$ cat config.mk
export PLATFORM = sky130hd
export DESIGN_NAME = csp_clock_ctrl
export DESIGN_NICKNAME = d
export VERILOG_FILES = /design/src/csp_pkg.sv /design/src/csp_prescaler.sv /design/src/csp_clock_ctrl.sv
export SDC_FILE = /design/constraint.sdc
export NUM_CORES = 1
export LEC_CHECK = 0
export BUFFER_PORTS_ARGS = -buffer_cell sky130_fd_sc_hd__buf_2
export CORE_UTILIZATION = 55
export CTS_CLUSTER_SIZE = 20
export DETAILED_ROUTE_END_ITERATION = 10
export GPL_TIMING_DRIVEN = 0
export PLACE_DENSITY = 0.8
export SYNTH_ARGS = -nofsm -noshare
export SYNTH_HDL_FRONTEND = slang
export SYNTH_SLANG_ARGS = --single-unit
$ cat constraint.sdc
create_clock -name CLK -period 6.3 [get_ports CLK]
set_clock_uncertainty 0.15 [all_clocks]
set_input_delay 0.63 -clock CLK [delete_from_list [all_inputs] [get_ports CLK]]
set_output_delay 0.63 -clock CLK [all_outputs]
set_load 0.01 [all_outputs]
$ cat src/csp_pkg.sv
`default_nettype none

package csp_pkg;

  // ---------------------------------------------------------------
  // Fuse codes
  // ---------------------------------------------------------------
  localparam logic [3:0] CSP_SRCSEL_EXT   = 4'h0;
  localparam logic [3:0] CSP_SRCSEL_RC    = 4'h2;
  localparam logic [3:0] CSP_SRCSEL_LFX_F = 4'h6;
  localparam logic [3:0] CSP_SRCSEL_LFX_S = 4'h7;
  localparam logic [1:0] CSP_DLY_14CK     = 2'h0;
  localparam logic [1:0] CSP_DLY_SHORT    = 2'h1;
  localparam logic [1:0] CSP_DLY_LONG     = 2'h2;
  localparam logic [1:0] CSP_DLY_RSVD     = 2'h3;

  // ---------------------------------------------------------------
  // Timing counts
  // ---------------------------------------------------------------
  localparam int unsigned CSP_CLK_HZ      = 50_000_000;
  localparam int          CSP_CNT_W       = 17;
  localparam logic [16:0] CSP_RST_CK      = 17'h0_000E;
  localparam logic [16:0] CSP_WAKE_RC_CK  = 17'h0_0006;
  localparam logic [16:0] CSP_WAKE_1K_CK  = 17'h0_0400;
  localparam logic [16:0] CSP_FUSE_SETTLE = 17'h0_0003;
  localparam logic [2:0]  CSP_PCE_WINDOW  = 3'h4;

  // ---------------------------------------------------------------
  // Prescaler codes
  // ---------------------------------------------------------------
  localparam logic [3:0] CSP_PS_DIV1   = 4'h0;
  localparam logic [3:0] CSP_PS_DIV8   = 4'h3;
  localparam logic [3:0] CSP_PS_MAX    = 4'h8;

  // ---------------------------------------------------------------
  // Register map (word index, byte address = 4 * index)
  // ---------------------------------------------------------------
  localparam int         CSP_AW          = 5;
  localparam logic [2:0] CSP_IDX_TRIM    = 3'h0;
  localparam logic [2:0] CSP_IDX_PRESC   = 3'h1;
  localparam logic [2:0] CSP_IDX_ASYNC   = 3'h2;
  localparam logic [2:0] CSP_IDX_STATUS  = 3'h3;
  localparam int         CSP_PCE_BIT     = 7;
  localparam int         CSP_TOSC_EN_BIT = 0;
  localparam int         CSP_TOSC_EXT_BIT= 1;
  localparam logic [7:0] CSP_PCE_ONLY    = 8'h80;
  localparam logic [7:0] CSP_TRIM_RST    = 8'h80;

  // ---------------------------------------------------------------
  // Types
  // ---------------------------------------------------------------
  typedef enum logic [1:0] {
    CSP_SRC_RC,
    CSP_SRC_LFX,
    CSP_SRC_EXT
  } csp_src_t;

  typedef struct packed {
    logic cpu;
    logic io;
    logic adc;
    logic flash;
  } csp_dom_en_t;

  typedef struct packed {
    logic [3:0] src_sel;
    logic [1:0] dly_sel;
    logic       div8_n;
    logic       clkout_n;
  } csp_fuse_t;

  // Period mask for a prescale code: factor minus one
  function automatic logic [7:0] csp_div_mask(input logic [3:0] code);
    logic [8:0] one_hot;
    one_hot = 9'h001 << code;
    return 8'(one_hot - 9'h001);
  endfunction : csp_div_mask

endpackage : csp_pkg

`default_nettype wire

$ cat src/csp_prescaler.sv
`default_nettype none

module csp_prescaler
  import csp_pkg::*;
(
  input  wire logic       clk,
  input  wire logic       rst,
  input  wire logic [3:0] sel_in,
  output var  logic       tick,
  output var  logic       level,
  output var  logic [3:0] sel_active
);

  // ---------------------------------------------------------------
  // Counter on the undivided clock
  // ---------------------------------------------------------------
  logic [7:0] cnt_reg;
  logic [3:0] sel_cur_reg;
  logic       tick_reg;
  logic       lvl_reg;

  wire  [7:0] cur_mask  = csp_div_mask(sel_cur_reg);
  // Period ends when all masked bits are set
  wire        at_end    = (cnt_reg & cur_mask) == cur_mask;
  // New factor only taken at a period boundary, so no short pulse
  wire        switch_now = at_end && (sel_in != sel_cur_reg);
  wire  [3:0] sel_next  = switch_now ? sel_in : sel_cur_reg;
  wire  [7:0] cnt_next  = at_end ? 8'h00 : 8'(cnt_reg + 8'h01);
  wire  [7:0] next_mask = csp_div_mask(sel_next);
  // High during first half of each divided period; code 0 toggles
  wire        lvl_next  = (sel_next == CSP_PS_DIV1) ? ~lvl_reg
                          : (cnt_next <= (next_mask >> 1));

  // Old period runs out (T1), then a full new period (T2)
  always_ff @(posedge clk or posedge rst) begin
    if (rst) begin
      cnt_reg     <= 8'h00;
      sel_cur_reg <= CSP_PS_DIV1;
      tick_reg    <= 1'b0;
      lvl_reg     <= 1'b0;
    end else begin
      cnt_reg     <= cnt_next;
      sel_cur_reg <= sel_next;
      tick_reg    <= at_end;
      lvl_reg     <= lvl_next;
    end
  end

  assign tick       = tick_reg;
  assign level      = lvl_reg;
  assign sel_active = sel_cur_reg;

endmodule : csp_prescaler

`default_nettype wire

$ cat src/csp_clock_ctrl.sv
`default_nettype none

module csp_clock_ctrl
  import csp_pkg::*;
#(
  parameter logic [16:0] WDT_SHORT_CYC = 17'h0_1000,
  parameter logic [16:0] WDT_LONG_CYC  = 17'h1_0000,
  parameter logic [16:0] WAKE_32K_CK   = 17'h0_8000
) (
  input  wire logic                 CLK,
  input  wire logic                 RST,
  // Avalon-MM slave
  input  wire logic [CSP_AW-1:0]    AVS_ADDRESS,
  input  wire logic                 AVS_READ,
  input  wire logic                 AVS_WRITE,
  input  wire logic [3:0]           AVS_BYTEENABLE,
  input  wire logic [31:0]          AVS_WRITEDATA,
  output var  logic [31:0]          AVS_READDATA,
  output var  logic                 AVS_WAITREQUEST,
  // Fuses and pins
  input  wire csp_fuse_t            FUSES,
  input  wire logic [7:0]           TRIM_FACTORY,
  input  wire logic                 WDT_OSC,
  // Sleep control from the core
  input  wire logic                 SLEEP_REQ,
  input  wire logic                 WAKE_REQ,
  // Clock system outputs
  output var  csp_dom_en_t          CLK_EN,
  output var  logic                 CLKOUT_O,
  output var  logic                 CLKOUT_OE,
  output var  logic [1:0]           CLK_SRC,
  output var  logic                 CPU_RUN,
  output var  logic [7:0]           RC_TRIM,
  output var  logic                 TOSC_EN,
  output var  logic                 TOSC_EXT
);

  // ---------------------------------------------------------------
  // Pin synchronisers
  // ---------------------------------------------------------------
  localparam int SYW = $bits(csp_fuse_t) + 9;
  logic [SYW-1:0] sync1_reg;
  logic [SYW-1:0] sync2_reg;
  logic           wdt_prev_reg;

  // First stage read only by the second stage
  always_ff @(posedge CLK or posedge RST) begin
    if (RST) begin
      sync1_reg    <= '0;
      sync2_reg    <= '0;
      wdt_prev_reg <= 1'b0;
    end else begin
      sync1_reg    <= {FUSES, TRIM_FACTORY, WDT_OSC};
      sync2_reg    <= sync1_reg;
      wdt_prev_reg <= sync2_reg[0];
    end
  end

  csp_fuse_t  fuse_s;
  wire  [7:0] trim_s   = sync2_reg[8:1];
  // Watchdog oscillator rising edge
  wire        wdt_tick = sync2_reg[0] & ~wdt_prev_reg;
  assign fuse_s = csp_fuse_t'(sync2_reg[SYW-1:9]);

  // ---------------------------------------------------------------
  // Fuse decode
  // ---------------------------------------------------------------
  wire sel_lfx = (fuse_s.src_sel == CSP_SRCSEL_LFX_F)
              || (fuse_s.src_sel == CSP_SRCSEL_LFX_S);
  wire sel_ext = fuse_s.src_sel == CSP_SRCSEL_EXT;
  wire sel_rc  = fuse_s.src_sel == CSP_SRCSEL_RC;
  // Other codes are unsupported here and fall back to RC
  wire srcsel_bad = !(sel_lfx || sel_ext || sel_rc);
  wire dly_bad    = fuse_s.dly_sel == CSP_DLY_RSVD;
  wire [1:0] dly_eff = dly_bad ? CSP_DLY_LONG : fuse_s.dly_sel;
  csp_src_t src_dec;
  assign src_dec = sel_lfx ? CSP_SRC_LFX
                 : (sel_ext ? CSP_SRC_EXT : CSP_SRC_RC);

  // Wake-up length in source cycles
  wire [16:0] wake_dec =
      (fuse_s.src_sel == CSP_SRCSEL_LFX_F) ? CSP_WAKE_1K_CK
    : (fuse_s.src_sel == CSP_SRCSEL_LFX_S) ? WAKE_32K_CK
    : CSP_WAKE_RC_CK;

  // Prescale start value from the divide fuse (fuse low = programmed)
  wire [3:0] ps_init = fuse_s.div8_n ? CSP_PS_DIV1 : CSP_PS_DIV8;

  // ---------------------------------------------------------------
  // Start-up sequencer
  // ---------------------------------------------------------------
  typedef enum logic [2:0] {
    ST_FUSE,
    ST_DLY14,
    ST_WDT,
    ST_RUN,
    ST_SLEEP,
    ST_WAKE
  } csp_state_t;

  csp_state_t  state_reg;
  csp_state_t  state_next;
  logic [16:0] cnt_reg;
  logic [16:0] cnt_next;
  csp_src_t    src_reg;
  logic [1:0]  dly_reg;
  logic [16:0] wake_len_reg;
  logic        cfg_err_reg;
  logic        clkout_reg;

  wire fuse_done = cnt_reg == 17'(CSP_FUSE_SETTLE - 17'h0_0001);
  wire d14_done  = cnt_reg == 17'(CSP_RST_CK - 17'h0_0001);
  wire [16:0] wdt_len = (dly_reg == CSP_DLY_SHORT) ? WDT_SHORT_CYC
                                                   : WDT_LONG_CYC;
  wire wdt_done  = wdt_tick && (cnt_reg == 17'(wdt_len - 17'h0_0001));
  wire wake_done = cnt_reg == 17'(wake_len_reg - 17'h0_0001);
  wire in_boot   = (state_reg == ST_FUSE) || (state_reg == ST_DLY14)
                || (state_reg == ST_WDT);

  // Next state and delay counter
  always_comb begin
    state_next = state_reg;
    cnt_next   = 17'(cnt_reg + 17'h0_0001);
    case (state_reg)
      ST_FUSE: begin
        if (fuse_done) begin
          state_next = ST_DLY14;
          cnt_next   = '0;
        end
      end
      ST_DLY14: begin
        // 14 cycles always, then the real-time part if asked
        if (d14_done) begin
          state_next = (dly_reg == CSP_DLY_14CK) ? ST_RUN : ST_WDT;
          cnt_next   = '0;
        end
      end
      ST_WDT: begin
        // Counts watchdog oscillator edges only
        cnt_next = wdt_tick ? 17'(cnt_reg + 17'h0_0001) : cnt_reg;
        if (wdt_done) begin
          state_next = ST_RUN;
          cnt_next   = '0;
        end
      end
      ST_RUN: begin
        cnt_next = '0;
        if (SLEEP_REQ) begin
          state_next = ST_SLEEP;
        end
      end
      ST_SLEEP: begin
        cnt_next = '0;
        if (WAKE_REQ) begin
          state_next = ST_WAKE;
        end
      end
      ST_WAKE: begin
        if (wake_done) begin
          state_next = ST_RUN;
          cnt_next   = '0;
        end
      end
      default: begin
        state_next = ST_FUSE;
        cnt_next   = '0;
      end
    endcase
  end

  always_ff @(posedge CLK or posedge RST) begin
    if (RST) begin
      state_reg <= ST_FUSE;
      cnt_reg   <= '0;
    end else begin
      state_reg <= state_next;
      cnt_reg   <= cnt_next;
    end
  end

  // Fuse-derived settings captured once the synchronisers settle
  always_ff @(posedge CLK or posedge RST) begin
    if (RST) begin
      src_reg      <= CSP_SRC_RC;
      dly_reg      <= CSP_DLY_LONG;
      wake_len_reg <= CSP_WAKE_RC_CK;
      cfg_err_reg  <= 1'b0;
      clkout_reg   <= 1'b0;
    end else if (state_reg == ST_FUSE && fuse_done) begin
      src_reg      <= src_dec;
      dly_reg      <= dly_eff;
      wake_len_reg <= wake_dec;
      cfg_err_reg  <= srcsel_bad || dly_bad;
      clkout_reg   <= ~fuse_s.clkout_n;
    end
  end

  // ---------------------------------------------------------------
  // Avalon-MM slave
  // ---------------------------------------------------------------
  logic        wait_reg;
  logic [31:0] rdata_reg;
  logic [7:0]  trim_reg;
  logic [3:0]  ps_sel_reg;
  logic        pce_reg;
  logic [2:0]  pce_cnt_reg;
  logic        tosc_en_reg;
  logic        tosc_ext_reg;
  logic [3:0]  ps_active;
  logic        ps_tick;
  logic        ps_level;

  wire       req       = AVS_READ | AVS_WRITE;
  wire       wr_accept = AVS_WRITE && !wait_reg;
  wire [2:0] idx       = AVS_ADDRESS[CSP_AW-1:2];
  wire       wr_lo     = wr_accept && AVS_BYTEENABLE[0];
  wire [7:0] wd        = AVS_WRITEDATA[7:0];
  wire       wr_trim   = wr_lo && idx == CSP_IDX_TRIM;
  wire       wr_presc  = wr_lo && idx == CSP_IDX_PRESC;
  wire       wr_async  = wr_lo && idx == CSP_IDX_ASYNC;

  // Read mux; unmapped words read zero
  wire [7:0] status_byte = {ps_active, cfg_err_reg,
                            (state_reg == ST_RUN), src_reg};
  wire [7:0] rd_byte =
      (idx == CSP_IDX_TRIM)   ? trim_reg
    : (idx == CSP_IDX_PRESC)  ? {pce_reg, 3'h0, ps_sel_reg}
    : (idx == CSP_IDX_ASYNC)  ? {6'h00, tosc_ext_reg, tosc_en_reg}
    : (idx == CSP_IDX_STATUS) ? status_byte
    : 8'h00;

  // One wait cycle, then one cycle with waitrequest low
  always_ff @(posedge CLK or posedge RST) begin
    if (RST) begin
      wait_reg  <= 1'b1;
      rdata_reg <= '0;
    end else begin
      wait_reg  <= !(req && wait_reg);
      rdata_reg <= {24'h00_0000, rd_byte};
    end
  end

  // ---------------------------------------------------------------
  // Trim and timer oscillator control
  // ---------------------------------------------------------------
  always_ff @(posedge CLK or posedge RST) begin
    if (RST) begin
      trim_reg     <= CSP_TRIM_RST;
      tosc_en_reg  <= 1'b0;
      tosc_ext_reg <= 1'b0;
    end else begin
      if (in_boot) begin
        trim_reg <= trim_s;
      end else if (wr_trim) begin
        trim_reg <= wd;
      end
      if (wr_async) begin
        tosc_en_reg  <= wd[CSP_TOSC_EN_BIT];
        tosc_ext_reg <= wd[CSP_TOSC_EXT_BIT];
      end
    end
  end

  // ---------------------------------------------------------------
  // Prescale register with timed change enable
  // ---------------------------------------------------------------
  wire pce_arm    = wr_presc && !pce_reg && (wd == CSP_PCE_ONLY);
  wire ps_commit  = wr_presc && pce_reg && !wd[CSP_PCE_BIT];
  // Reserved codes are dropped, the old factor stays
  wire ps_valid   = wd[3:0] <= CSP_PS_MAX;
  wire pce_expire = pce_reg && (pce_cnt_reg == 3'(CSP_PCE_WINDOW - 3'h1));

  // A rewrite of the enable alone neither extends nor clears it
  always_ff @(posedge CLK or posedge RST) begin
    if (RST) begin
      ps_sel_reg  <= CSP_PS_DIV1;
      pce_reg     <= 1'b0;
      pce_cnt_reg <= '0;
    end else begin
      if (state_reg == ST_FUSE && fuse_done) begin
        ps_sel_reg <= ps_init;
      end else if (ps_commit && ps_valid) begin
        ps_sel_reg <= wd[3:0];
      end
      if (pce_arm) begin
        pce_reg     <= 1'b1;
        pce_cnt_reg <= '0;
      end else if (ps_commit || pce_expire) begin
        pce_reg     <= 1'b0;
      end else if (pce_reg) begin
        pce_cnt_reg <= 3'(pce_cnt_reg + 3'h1);
      end
    end
  end

  // ---------------------------------------------------------------
  // Glitch-free divider
  // ---------------------------------------------------------------
  csp_prescaler u_presc (
    .clk        (CLK),
    .rst        (RST),
    .sel_in     (ps_sel_reg),
    .tick       (ps_tick),
    .level      (ps_level),
    .sel_active (ps_active)
  );

  // ---------------------------------------------------------------
  // Output registers
  // ---------------------------------------------------------------
  // All four domains take the same enable; CPU halted outside run
  csp_dom_en_t en_next;
  wire         cpu_ok = state_next == ST_RUN;
  assign en_next.cpu   = ps_tick && cpu_ok;
  assign en_next.io    = ps_tick && cpu_ok;
  assign en_next.adc   = ps_tick && cpu_ok;
  assign en_next.flash = ps_tick && cpu_ok;

  // Timer oscillator shares crystal pins, so RC source only
  wire tosc_ok = src_reg == CSP_SRC_RC;

  always_ff @(posedge CLK or posedge RST) begin
    if (RST) begin
      CLK_EN   <= '0;
      CLKOUT_O  <= 1'b0;
      CLKOUT_OE <= 1'b0;
      CLK_SRC  <= CSP_SRC_RC;
      CPU_RUN  <= 1'b0;
      RC_TRIM  <= CSP_TRIM_RST;
      TOSC_EN  <= 1'b0;
      TOSC_EXT <= 1'b0;
    end else begin
      CLK_EN   <= en_next;
      // Divided clock on the pin, also during boot delay
      CLKOUT_O  <= clkout_reg && ps_level;
      CLKOUT_OE <= clkout_reg;
      CLK_SRC  <= src_reg;
      CPU_RUN  <= cpu_ok;
      RC_TRIM  <= trim_reg;
      TOSC_EN  <= tosc_en_reg && tosc_ok;
      TOSC_EXT <= tosc_ext_reg && tosc_en_reg && tosc_ok;
    end
  end

  assign AVS_WAITREQUEST = wait_reg;
  assign AVS_READDATA    = rdata_reg;

endmodule : csp_clock_ctrl

`default_nettype wire

## Word level (Yosys, flattened, before mapping)

Index checks and enable logic that the tools add are counted.
W data, S select, Z words.

- Add/subtract/negate cells: 7
- Order comparisons: 2
- Equal/unequal tests: 24
- Shifts and indexed selects: 2
- Muxes and demuxes: 37
- Bitwise gates (word level): 6
- Reduce and logical (&&, ||, !) cells: 43

Operator list:

| cell | count |
|---|---|
| $mux W17 | 6 |
| $pmux W17 S4 | 1 |
| $mux W8 | 7 |
| $eq A17 B17 Y1 | 2 |
| $sub A17 B1 Y17 const B | 2 |
| $mux W16 | 2 |
| $mux W3 | 9 |
| $logic_and A1 B1 Y1 | 20 |
| $eq A3 B2 Y1 const B | 6 |
| $pmux W3 S6 | 1 |
| $add A17 B1 Y17 const B | 1 |
| $eq A17 B2 Y1 const B | 1 |
| $eq A17 B4 Y1 const B | 1 |
| $shl A1 B4 Y8 const A | 2 |
| $sub A8 B1 Y8 const B | 2 |
| $mux W4 | 3 |
| $add A8 B1 Y8 const B | 1 |
| $and A8 B8 Y8 | 1 |
| $eq A4 B3 Y1 const B | 2 |
| $eq A8 B8 Y1 | 1 |
| $eq A8 B8 Y1 const B | 1 |
| $le A8 B7 Y1 | 1 |
| $logic_not A4 Y1 | 2 |
| $mux W2 | 4 |
| 20 further kinds | 42 |

- Register bits: 135
- Bits of input ports: 64
- Output and inout port bits: 52
- Word-level logic and storage cells: 151

## Logic depth before layout (Yosys ltp)

Gate-level depths: netlist of run 1.

- Word-level depth: 10
- Mapped depth: 26
- Depth with buffers taken out: 22

## Hierarchy

A second synthesis of run 1 with hierarchy kept.

- Cell total of the unflattened synthesis: 559
- Area total of the unflattened synthesis: 5939.4 µm²

Modules (own cells, without submodules):

| module | times used | cells an instance | area an instance (µm²) | seq. area each (µm²) |
|---|---|---|---|---|
| csp_clock_ctrl | 1 | 424 | 4723.3 | 2683.8 |
| csp_prescaler | 1 | 135 | 1216.2 | 350.3 |

## Worst setup path after synthesis of run 1

No wires, ideal clock.

- Path kind: reg-to-reg
- From: register u_presc.sel_cur_reg[0] (netlist: u_presc.sel_active[0])
- To: register u_presc.lvl_reg (netlist: u_presc.level)
- Library setup time: 83 ps
- Arrival: 4689 ps
- Data required time: 6067 ps
- Slack: 1378 ps
- Stages on the path, launching flop included: 26
- Buffers on the path: 4
- Cell sequence: dfrtp_1 > buf_2 > nor4_1 > inv_1 > ha_1 > clkbuf_1 > inv_1 > o32ai_1 > nor3_1 > o211ai_1 > nor2_2 > buf_2 > nor2_1 > a41oi_1 > ha_1 > clkbuf_1 > or4bb_1 > a21oi_1 > mux2i_1 > o311ai_0 > ha_1 > o211ai_1 > a21oi_1 > or4_1 > o31a_1 > o21ai_0

- Cells in the longest elaborated chain, start to end: 10
- Elaborated cells between the ends (all ways): 13
- Those cells by class: add/sub (2); order compare (1); eq/ne (2); shift (2); mux (3); bitwise (1); reduce/logical (2)

Ends and longest elaborated chain:

| item | RTL line | text |
|---|---|---|
| from (decl) | csp_prescaler.sv:18 | `logic [3:0] sel_cur_reg;` |
| from (signal assigned) | csp_prescaler.sv:43 | `sel_cur_reg <= sel_next;` |
| $shl A1 B4 Y8 | csp_pkg.sv:75 | `one_hot = 9'h001 << code;` |
| $sub A8 B1 Y8 | csp_pkg.sv:76 | `return 8'(one_hot - 9'h001);` |
| $and A8 B8 Y8 | csp_prescaler.sv:24 | `wire at_end = (cnt_reg & cur_mask) == cur_mask;` |
| $eq A8 B8 Y1 | csp_prescaler.sv:24 |  |
| $logic_and A1 B1 Y1 | csp_prescaler.sv:26 | `wire switch_now = at_end && (sel_in != sel_cur_reg);` |
| $mux W4 | csp_prescaler.sv:27 | `wire [3:0] sel_next = switch_now ? sel_in : sel_cur_reg;` |
| $shl A1 B4 Y8 | csp_pkg.sv:75 |  |
| $sub A8 B1 Y8 | csp_pkg.sv:76 |  |
| $le A8 B7 Y1 | csp_prescaler.sv:32 | `: (cnt_next <= (next_mask >> 1));` |
| $mux W1 (*) | csp_prescaler.sv:31 | `wire lvl_next = (sel_next == CSP_PS_DIV1) ? ~lvl_reg` |
| net u_presc.lvl_next | csp_prescaler.sv:31 |  |
| to (signal assigned) | csp_prescaler.sv:45 | `lvl_reg <= lvl_next;` |
| to (decl) | csp_prescaler.sv:20 | `logic lvl_reg;` |

The timed path passes the listed nets; every way through them passes the cells marked *.
A chain may end at the register's enable or synchronous reset.

## Worst setup path in the final report of run 1

- From: register u_presc.sel_cur_reg[1] (netlist: u_presc.sel_active[1])
- To: register u_presc.lvl_reg (netlist: u_presc.level)

Same word-level chain as after synthesis.

==> results list, run 1 <==
- Power comes to about 2800 µW.
- For this block, the initial DRC count from the detailed router was around 260.
- Buffers placed on the I/O ports in this run total between 50 and 60.
* Data arrival time of the critical path: just over 6 ns
* Via Count: 4,346
* Final std cell area, no fill: 0.006909 mm²
- Pin count of the biggest net entering global routing: slightly below 80
- Final Hold Vio Count: 0
- Summed over all nets, the switching power comes to 958.7 µW.
* Top Ports: ~120
- Global routing finished with a remaining overflow of 0.
* Static leakage: around 0.0034 µW
* Post-DP Area: ~0.0063 mm²
- Die outline width: between 100 and 150 µm
* Final setup violation count: 0
- After synthesis, the largest area contributor takes up 50.43% of total cell area.
* Class of the tightest hold or removal check: input port to register
* Worst slack, placed: ~0.51 ns
- Global routing used about a quarter of the available tracks across all layers.
- Max Clk Rate: 174.3 MHz
- Flip-flop and latch count after synthesis: 121
- At the end of routability-driven placement, the weighted congestion stood at just under 0.9.
- Worst path max stage delay: 0.44 ns
* Type of the setup path with the least slack: register to register
- For this run, the leading register cell type out of synthesis is sky130_fd_sc_hd__dfrtp_1.
* Yosys top cell by area: sky130_fd_sc_hd__dfrtp_1
* Global-route wire length before repair: ~21,000 µm
* Launch point of the worst hold path: TRIM_FACTORY[0]
- 0 antenna diodes ended up in the layout.
- Across the run, the number of max-cap violations was 0.
- The cell count after synthesis came out at roughly 540.
- Yosys printed 0 warnings.
- The number of global-route vias before repair came to ~4,300.
- For this run, the detailed router's first-pass iteration total came to 4.
- Sequential Power Share: a little over a third
- IR analysis of the VDD net gives a maximum drop of 0.3143 mV.
* Count of cells along the worst register-to-register path: 26
- Fraction of power consumed by combinational cells: a little under a third
* Antenna violations before repair: 0
- In this run, the clock network consumes around 33% of the power.
- Mean cell area of the mapped netlist: between 10 and 15 µm²
- Crit share post-route: approximately 91%
* Overall die area: 0.01088 mm²
- Power density over the cells: about 410 mW/mm²
- The worst pin sits at a relative slew slack of between 10% and 20%.
- Min-Delay Endpoint: sync1_reg[1]$_DFF_PP0_
- Standard-cell row count: 36
- Cells with a size suffix above 1 make up between 20% and 30% of the layout.
- Outcome: finished, final reports clean
* Drt drc: 0
- Counting flops with an async set or reset pin after synthesis yields a share of 100.0%.
- By area the synthesized netlist is led by sky130_fd_sc_hd__dfrtp_1, sky130_fd_sc_hd__mux2i_1, sky130_fd_sc_hd__buf_4, sky130_fd_sc_hd__ha_1, sky130_fd_sc_hd__o21ai_0.
* Critical-path cell with the highest stage delay: sky130_fd_sc_hd__dfrtp_1
- In the final design database the tool counted approximately 720 nets.
- TritonCTS built the clock tree.
- Insertion delay of the later-clocked pin in the worst-skew pair: approximately 0.54 ns
- Post-synthesis sequential area ratio: between 50% and 60%
- Number of sinks on the clock net: 121
- Number of buffers on the longest clock path: 2
- Counting distinct cell types in the post-synthesis netlist gives 72.
- Measured slew at the worst slew-check pin: approximately 1.2 ns
- For this block, the routed nets add up to about 12,000 µm of wire.
* EDFF count, synth: 0
- Detail-routed via count per cell: about 5.5
- CP Data Required Time: approximately 6.6 ns
* CP startpoint kind: register
* Crit path capture type: register
- Detailed Place HPWL: between 8000 and 9000 µm
- Along the worst path, the maximum fanout reaches 10.
- After clock tree synthesis, the clock-pin slew on the worst setup and hold paths is around 0.060 ns.
- Setup total negative slack: 0 ns
* Die extent in y: 104.3 µm
- Setup repair after global routing left no endpoint under its margin.
- Internal Pwr Total: ~1900 µW
- Switching share of power: 33.93%
- Setup slack on the worst reg-to-reg path comes out at roughly 0.56 ns.
* Number of H-tree levels: 4
* Critical register-to-register path endpoint: u_presc.level$_DFF_PP0_
- Counting instances, the worst hold path has a depth of 1.
* Number of antenna-violating nets in the routed design: 0
* Filler cells: 743
* Number of buffers created by CTS: 17
* Clk root buf: sky130_fd_sc_hd__clkbuf_8
- In the final routed layout, each cell accounts on average for roughly 16 µm.
- The startpoint identified for the worst register-to-register timing path is u_presc.sel_active[1]$_DFF_PP0_.
- Cell area after synthesis: 0.005756 mm²
* Slack of the critical path: 0.5643 ns
- The area growth from synthesis to layout is 20.04%.
- For the finished layout, the period the worst path requires is 5.736 ns.
- Slew Viols, Final: 0
- Effective utilization at floorplan: 57.82%
- The core region is between 0.009 and 0.01 mm².
## per-stage QoR
stage                     hold slack, ns  utilization, %  cells
after floorplan                   0.1812               -    562
after global placement            0.1816           63.32    754
after detailed placement          0.1847           63.55    755
after CTS                        0.02395           69.34    787
after global routing             0.02223           69.41    787
final                            0.04890           69.41    787
## critical path, delay by kind of cell, from the launching register on
family,cells,cell delay (ns)
adder cells (fa/ha/maj),3,0.56
AO/OA/AOI/OAI,10,1.42
buffers and inverters,4,1.25
multiplexers,1,0.09
AND/OR/NAND/NOR,8,1.73
flip-flops,1,0.44
## how the worst max path moves through the flow
stage	cells past startpoint	from	end	slack, ns
floorplan	25	u_presc.sel_active[0]$_DFF_PP0_	u_presc.level$_DFF_PP0_	1.38
global placement	26	u_presc.sel_active[0]$_DFF_PP0_	u_presc.level$_DFF_PP0_	0.63
detailed placement	26	u_presc.sel_active[0]$_DFF_PP0_	u_presc.level$_DFF_PP0_	0.51
CTS	26	u_presc.sel_active[0]$_DFF_PP0_	u_presc.level$_DFF_PP0_	0.48
global route	26	u_presc.sel_active[0]$_DFF_PP0_	u_presc.level$_DFF_PP0_	0.12
finish	26	u_presc.sel_active[1]$_DFF_PP0_	u_presc.level$_DFF_PP0_	0.56
## layout make-up
class | count | area (µm²) | share of cell area, %
inverter | 18 | 70.07 | 1.014
multi-input combinational | 370 | 2421 | 35.04
sequential | 121 | 3034 | 43.92
clock inverter | 13 | 145.1 | 2.101
clock buffer | 19 | 431.7 | 6.248
timing repair buffer | 60 | 315.3 | 4.564
tap | 133 | 166.4 | 2.409
buffer | 53 | 325.3 | 4.708
## synth_stat cells (4+ instances only)
cell type and number:
sky130_fd_sc_hd__nand3_1 15, sky130_fd_sc_hd__nor4_1 11, sky130_fd_sc_hd__mux2i_1 21, sky130_fd_sc_hd__xnor2_1 7, sky130_fd_sc_hd__o21ai_1 4, sky130_fd_sc_hd__buf_2 8, sky130_fd_sc_hd__nand2b_1 11, sky130_fd_sc_hd__mux2_2 9
sky130_fd_sc_hd__ha_1 16, sky130_fd_sc_hd__nand2_1 42, sky130_fd_sc_hd__and2_1 6, sky130_fd_sc_hd__a21oi_1 16, sky130_fd_sc_hd__buf_4 27, sky130_fd_sc_hd__o31ai_1 6, sky130_fd_sc_hd__nor2b_1 10, sky130_fd_sc_hd__nor2_1 39
sky130_fd_sc_hd__dfstp_2 5, sky130_fd_sc_hd__nand3b_1 5, sky130_fd_sc_hd__xor2_1 9, sky130_fd_sc_hd__clkbuf_1 16, sky130_fd_sc_hd__inv_1 18, sky130_fd_sc_hd__and3_1 7, sky130_fd_sc_hd__nand4_1 4, sky130_fd_sc_hd__o21ai_0 33
sky130_fd_sc_hd__a22oi_1 4, sky130_fd_sc_hd__dfrtp_1 116, sky130_fd_sc_hd__nor3_1 9
## kinds of logic (layout without fill, tap and decap cells)
kind of cell	Yosys count	in the layout	synth area share [%]
fa+ha+maj	16	16	3.478
buf+inv	71	163	6.826
xor+xnor	16	16	2.435
other cells	1	24	0.06515
flops	121	121	52.72
mux	32	32	6.196
compound gates	101	101	11.65
simple gates	181	181	16.63
## cells in the final DEF, fill, tap and decap left out, types with 11 or more instances in the layout
cell type | netlist | final
sky130_fd_sc_hd__clkbuf_16 | 0 | 16
sky130_fd_sc_hd__nand3_1 | 15 | 15
sky130_fd_sc_hd__conb_1 | 1 | 24
sky130_fd_sc_hd__mux2i_1 | 21 | 21
sky130_fd_sc_hd__nand2_1 | 42 | 42
sky130_fd_sc_hd__buf_2 | 8 | 67
sky130_fd_sc_hd__o21ai_0 | 33 | 33
sky130_fd_sc_hd__buf_4 | 27 | 27
sky130_fd_sc_hd__inv_1 | 18 | 17
sky130_fd_sc_hd__nor2_1 | 39 | 39
sky130_fd_sc_hd__a21oi_1 | 16 | 16
sky130_fd_sc_hd__dfrtp_1 | 116 | 116
sky130_fd_sc_hd__clkbuf_1 | 16 | 17
sky130_fd_sc_hd__nand2b_1 | 11 | 11
sky130_fd_sc_hd__ha_1 | 16 | 16
## metal layers
layer  share of wire (%)  GRT usage, %  up-vias  wire length [µm]
met4                 2.8         12.65        0               346
met5                   0             0        -                 0
met3                 5.5         6.704       33               674
met2                  48         39.12      146              5860
li1                    -             -     2068                 -
met1                  44         31.45     2099              5389
## what timing repair did
item / 4_1_cts / 5_1_grt
endpoints found under the setup margin: 0 / 1
hold endpoints to repair: 0 / 0
resized for setup: 0 / 1
hold buffers: 0 / 0
buffers inserted: 0 / 0
## power groups by stage
stage                     sequential, µW  combinational [µW]  clock (µW)
after floorplan                     1030                 620           0
after global placement              1030                 819           0
after detailed placement            1030                 852           0
after CTS                           1020                 857         954
after global routing                1040                 956         988
final                               1030                 861         937
Power figures use the tool's default switching activity.
==> inputs of run 2 (changes only) <==
- CORE_UTILIZATION: 55 -> 35
- PLACE_DENSITY: 0.8 -> default
==> results list, run 2 (synthesis gave the netlist of run 1 again) <==
* Maximum VDD drop: 0.2284 mV (-27%)
- Busiest grt layer: met2
* Fin crit period: 5.611 ns (-0.1251 ns)
* Drt drc: 0 (unchanged)
- The CTS buffer count was 17 (unchanged).
* Detail-routed via count per cell: 4.863 (-12%)
- The wire length of the first global-routing pass was 20,870 µm (+0.10%).
- Count of port buffers added during placement: 59 (unchanged)
- The placer's final routability congestion estimate was 0.8554 (-1.6%).
- The number of buffers inserted by post-CTS setup repair came to 0 (unchanged).
- Pin count of the biggest net entering global routing: 88 (+14%)
* Unrepaired setup endpoints after global routing: false
* Worst slack, placed: 0.6094 ns (+0.1010 ns)
- The clock transition at the registers of the reported paths came to 0.06 ns (about the same).
- The leakage power of the design was 0.003366 µW (+0.16%).
- Via Count: 4,231 (-2.6%)
- The number of instances resized during post-cts repair is 0 (unchanged).
* Die extent in y: 130.2 µm (+25%)
- Number of max-cap violations: 0 (unchanged)
* Area of the core: 0.01594 mm² (+60%)
- Crit share post-route: 89.06% (-2.0 points)
* Router iterations before antenna repair: 4 (unchanged)
- The run finished with clean final reports.
* Detailed Place HPWL: 8693 µm (+2.9%)
* Crit path capture type: register
* Most frequent cells in the layout: sky130_fd_sc_hd__dfrtp_1, sky130_fd_sc_hd__buf_2, sky130_fd_sc_hd__nand2_1, sky130_fd_sc_hd__nor2_1, sky130_fd_sc_hd__o21ai_0
- The final worst slack was 0.6895 ns (+0.1251 ns).
- The number of nets at the end of the flow is 721 (unchanged).
* Met1 track demand over resource in global routing: 20.88% (-11 points)
- Top Ports: 116 (unchanged)
- The number of hold buffers added after CTS came to 0 (unchanged).
- Buf/Inv on CP: 4 (unchanged)
- The number of pins exceeding their max-slew limit in the final report is 0 (unchanged).
- The detailed-route wire length was 12,340 µm (+0.55%).
- Fraction of final layout cells with drive strength greater than 1: 23.85% (-0.15 points)
- The remaining global-route overflow was 0 (unchanged).
- Class of the tightest hold or removal check: input port to async pin
- The critical path is of the register to register type.
- TritonCTS clock tree: yes
- The largest fanout on the critical path was 10 (unchanged).
- Data arrival time of the critical path: 5.79 ns (-0.25 ns)
- The maximum buffer depth of the clock tree was 2 (unchanged).
* Number of global-route vias before repair: 4,233 (-1.7%)
* Antenna violations before repair: 0 (unchanged)
* Most common cell after layout, fill and taps aside: sky130_fd_sc_hd__dfrtp_1
- Max Clk Rate: 178.2 MHz (+2.2%)
- Area growth from synthesis to layout: 21.89%
- The aggregate global-route resource usage is 15.91% (-8.9 points).
* CP Data Required Time: 6.48 ns (-0.13 ns)
* Critical-path cell with the highest stage delay: sky130_fd_sc_hd__dfrtp_1
* DRC marker count from the first detailed-route iteration: 228 (-12%)
- Number of sinks on the clock net: 121 (unchanged)
* Effective utilization at floorplan: 36.10% (-22 points)
* Number of antenna-violating nets in the routed design: 0 (unchanged)
- Among cell families on the critical path, the largest total delay comes from simple AND/OR/NAND/NOR gates.
- Worst path max stage delay: 0.42 ns (-0.02 ns)
- Ant. Diodes: 0 (unchanged)
- The number of setup violations in the final report was 0 (unchanged).
- Power density over the cells: 400.8 mW/mm² (-2.0%)
- Met3 usage: 3.157% (-3.5 points)
- CP startpoint kind: register
* Standard-cell row count: 46 (+28%)
- Per-cell routed wire length: 14.18 µm (-9.0%)
- The die outline area is 0.01696 mm² (+56%).
* Die outline width: 130.2 µm (+25%)
- The count of final hold-check violations came to 0 (unchanged).
- The summed negative setup slack over all endpoints is 0 ns (unchanged).
* Insertion delay of the later-clocked pin in the worst-skew pair: 0.41 ns (-0.13 ns)
- Met2 routing resource usage after global routing: 25.44% (-14 points)
- Number of H-tree levels: 4 (unchanged)
* Measured slew at the worst slew-check pin: 1.165 ns (-0.07837 ns)
- The headroom to the max-slew limit is 21.75% (+5.3 points).
- The cell sitting at the root of the clock tree is a sky130_fd_sc_hd__clkbuf_16.
## run 2: cell types whose count changed in the layout (fill, tap and decap cells not counted), sizes merged
cell,before,now
inv,20,22
clkbuf,35,36
bufinv,2,1
clkinvlp,3,1
## run 2: layout make-up
class	count	area (µm²)
repair buffers	60	322.8
well taps	216	270.3
inverters	18	72.57
plain buffers	53	325.3
fillers	1536	8927
flip-flops and latches	121	3034
clock buffers	20	446.7
clock inverters	12	117.6
multi-input cells	370	2426
## run 2: path summary, 6_finish.rpt
| check | start | end | slack, ns | cells after the start |
|---|---|---|---|---|
| worst max-delay path | u_presc.sel_active[3]$_DFF_PP0_ | u_presc.level$_DFF_PP0_ | 0.69 | 26 |
| worst min register to register | sync1_reg[12]$_DFF_PP0_ | sync2_reg[12]$_DFF_PP0_ | 0.20 | 0 |
| worst max register to register | u_presc.sel_active[3]$_DFF_PP0_ | u_presc.level$_DFF_PP0_ | 0.69 | 26 |
| worst min-delay path | RST | CLK_SRC[0]$_DFF_PP0_ | 0.05 | 2 |
| min in group CLK | TRIM_FACTORY[6] | sync1_reg[7]$_DFF_PP0_ | 0.17 | 1 |
| max in group asynchronous | RST | AVS_WAITREQUEST$_DFF_PP1_ | 5.21 | 3 |
## run 2: power by group
group          total [µW]  leakage, µW  switching [µW]  internal [µW]
clock                 915     0.000276             357            558
combinational         870      0.00156             501            369
sequential           1030      0.00153             100            926
## run 2: metal layers
layer	vias up	share of wire (%)
met4	0	1.7
li1	2068	-
met2	106	48
met1	2042	47
met5	-	0
met3	15	3.8
## run 2: stage by stage
| stage | hold slack [ns] | cells | power [µW] | area (µm²) | util (%) |
|---|---|---|---|---|---|
| final | 0.04871 | 870 | 2812 | 7015 | 44.00 |
| after global routing | 0.06085 | 870 | 2999 | 7015 | 44.00 |
| after CTS | 0.05260 | 870 | 2824 | 7004 | 43.93 |
| after detailed placement | 0.1847 | 838 | 1891 | 6440 | 40.39 |
| after global placement | 0.1817 | 837 | 1863 | 6407 | 40.19 |
| after floorplan | 0.1812 | 562 | 1648 | 5842 | - |
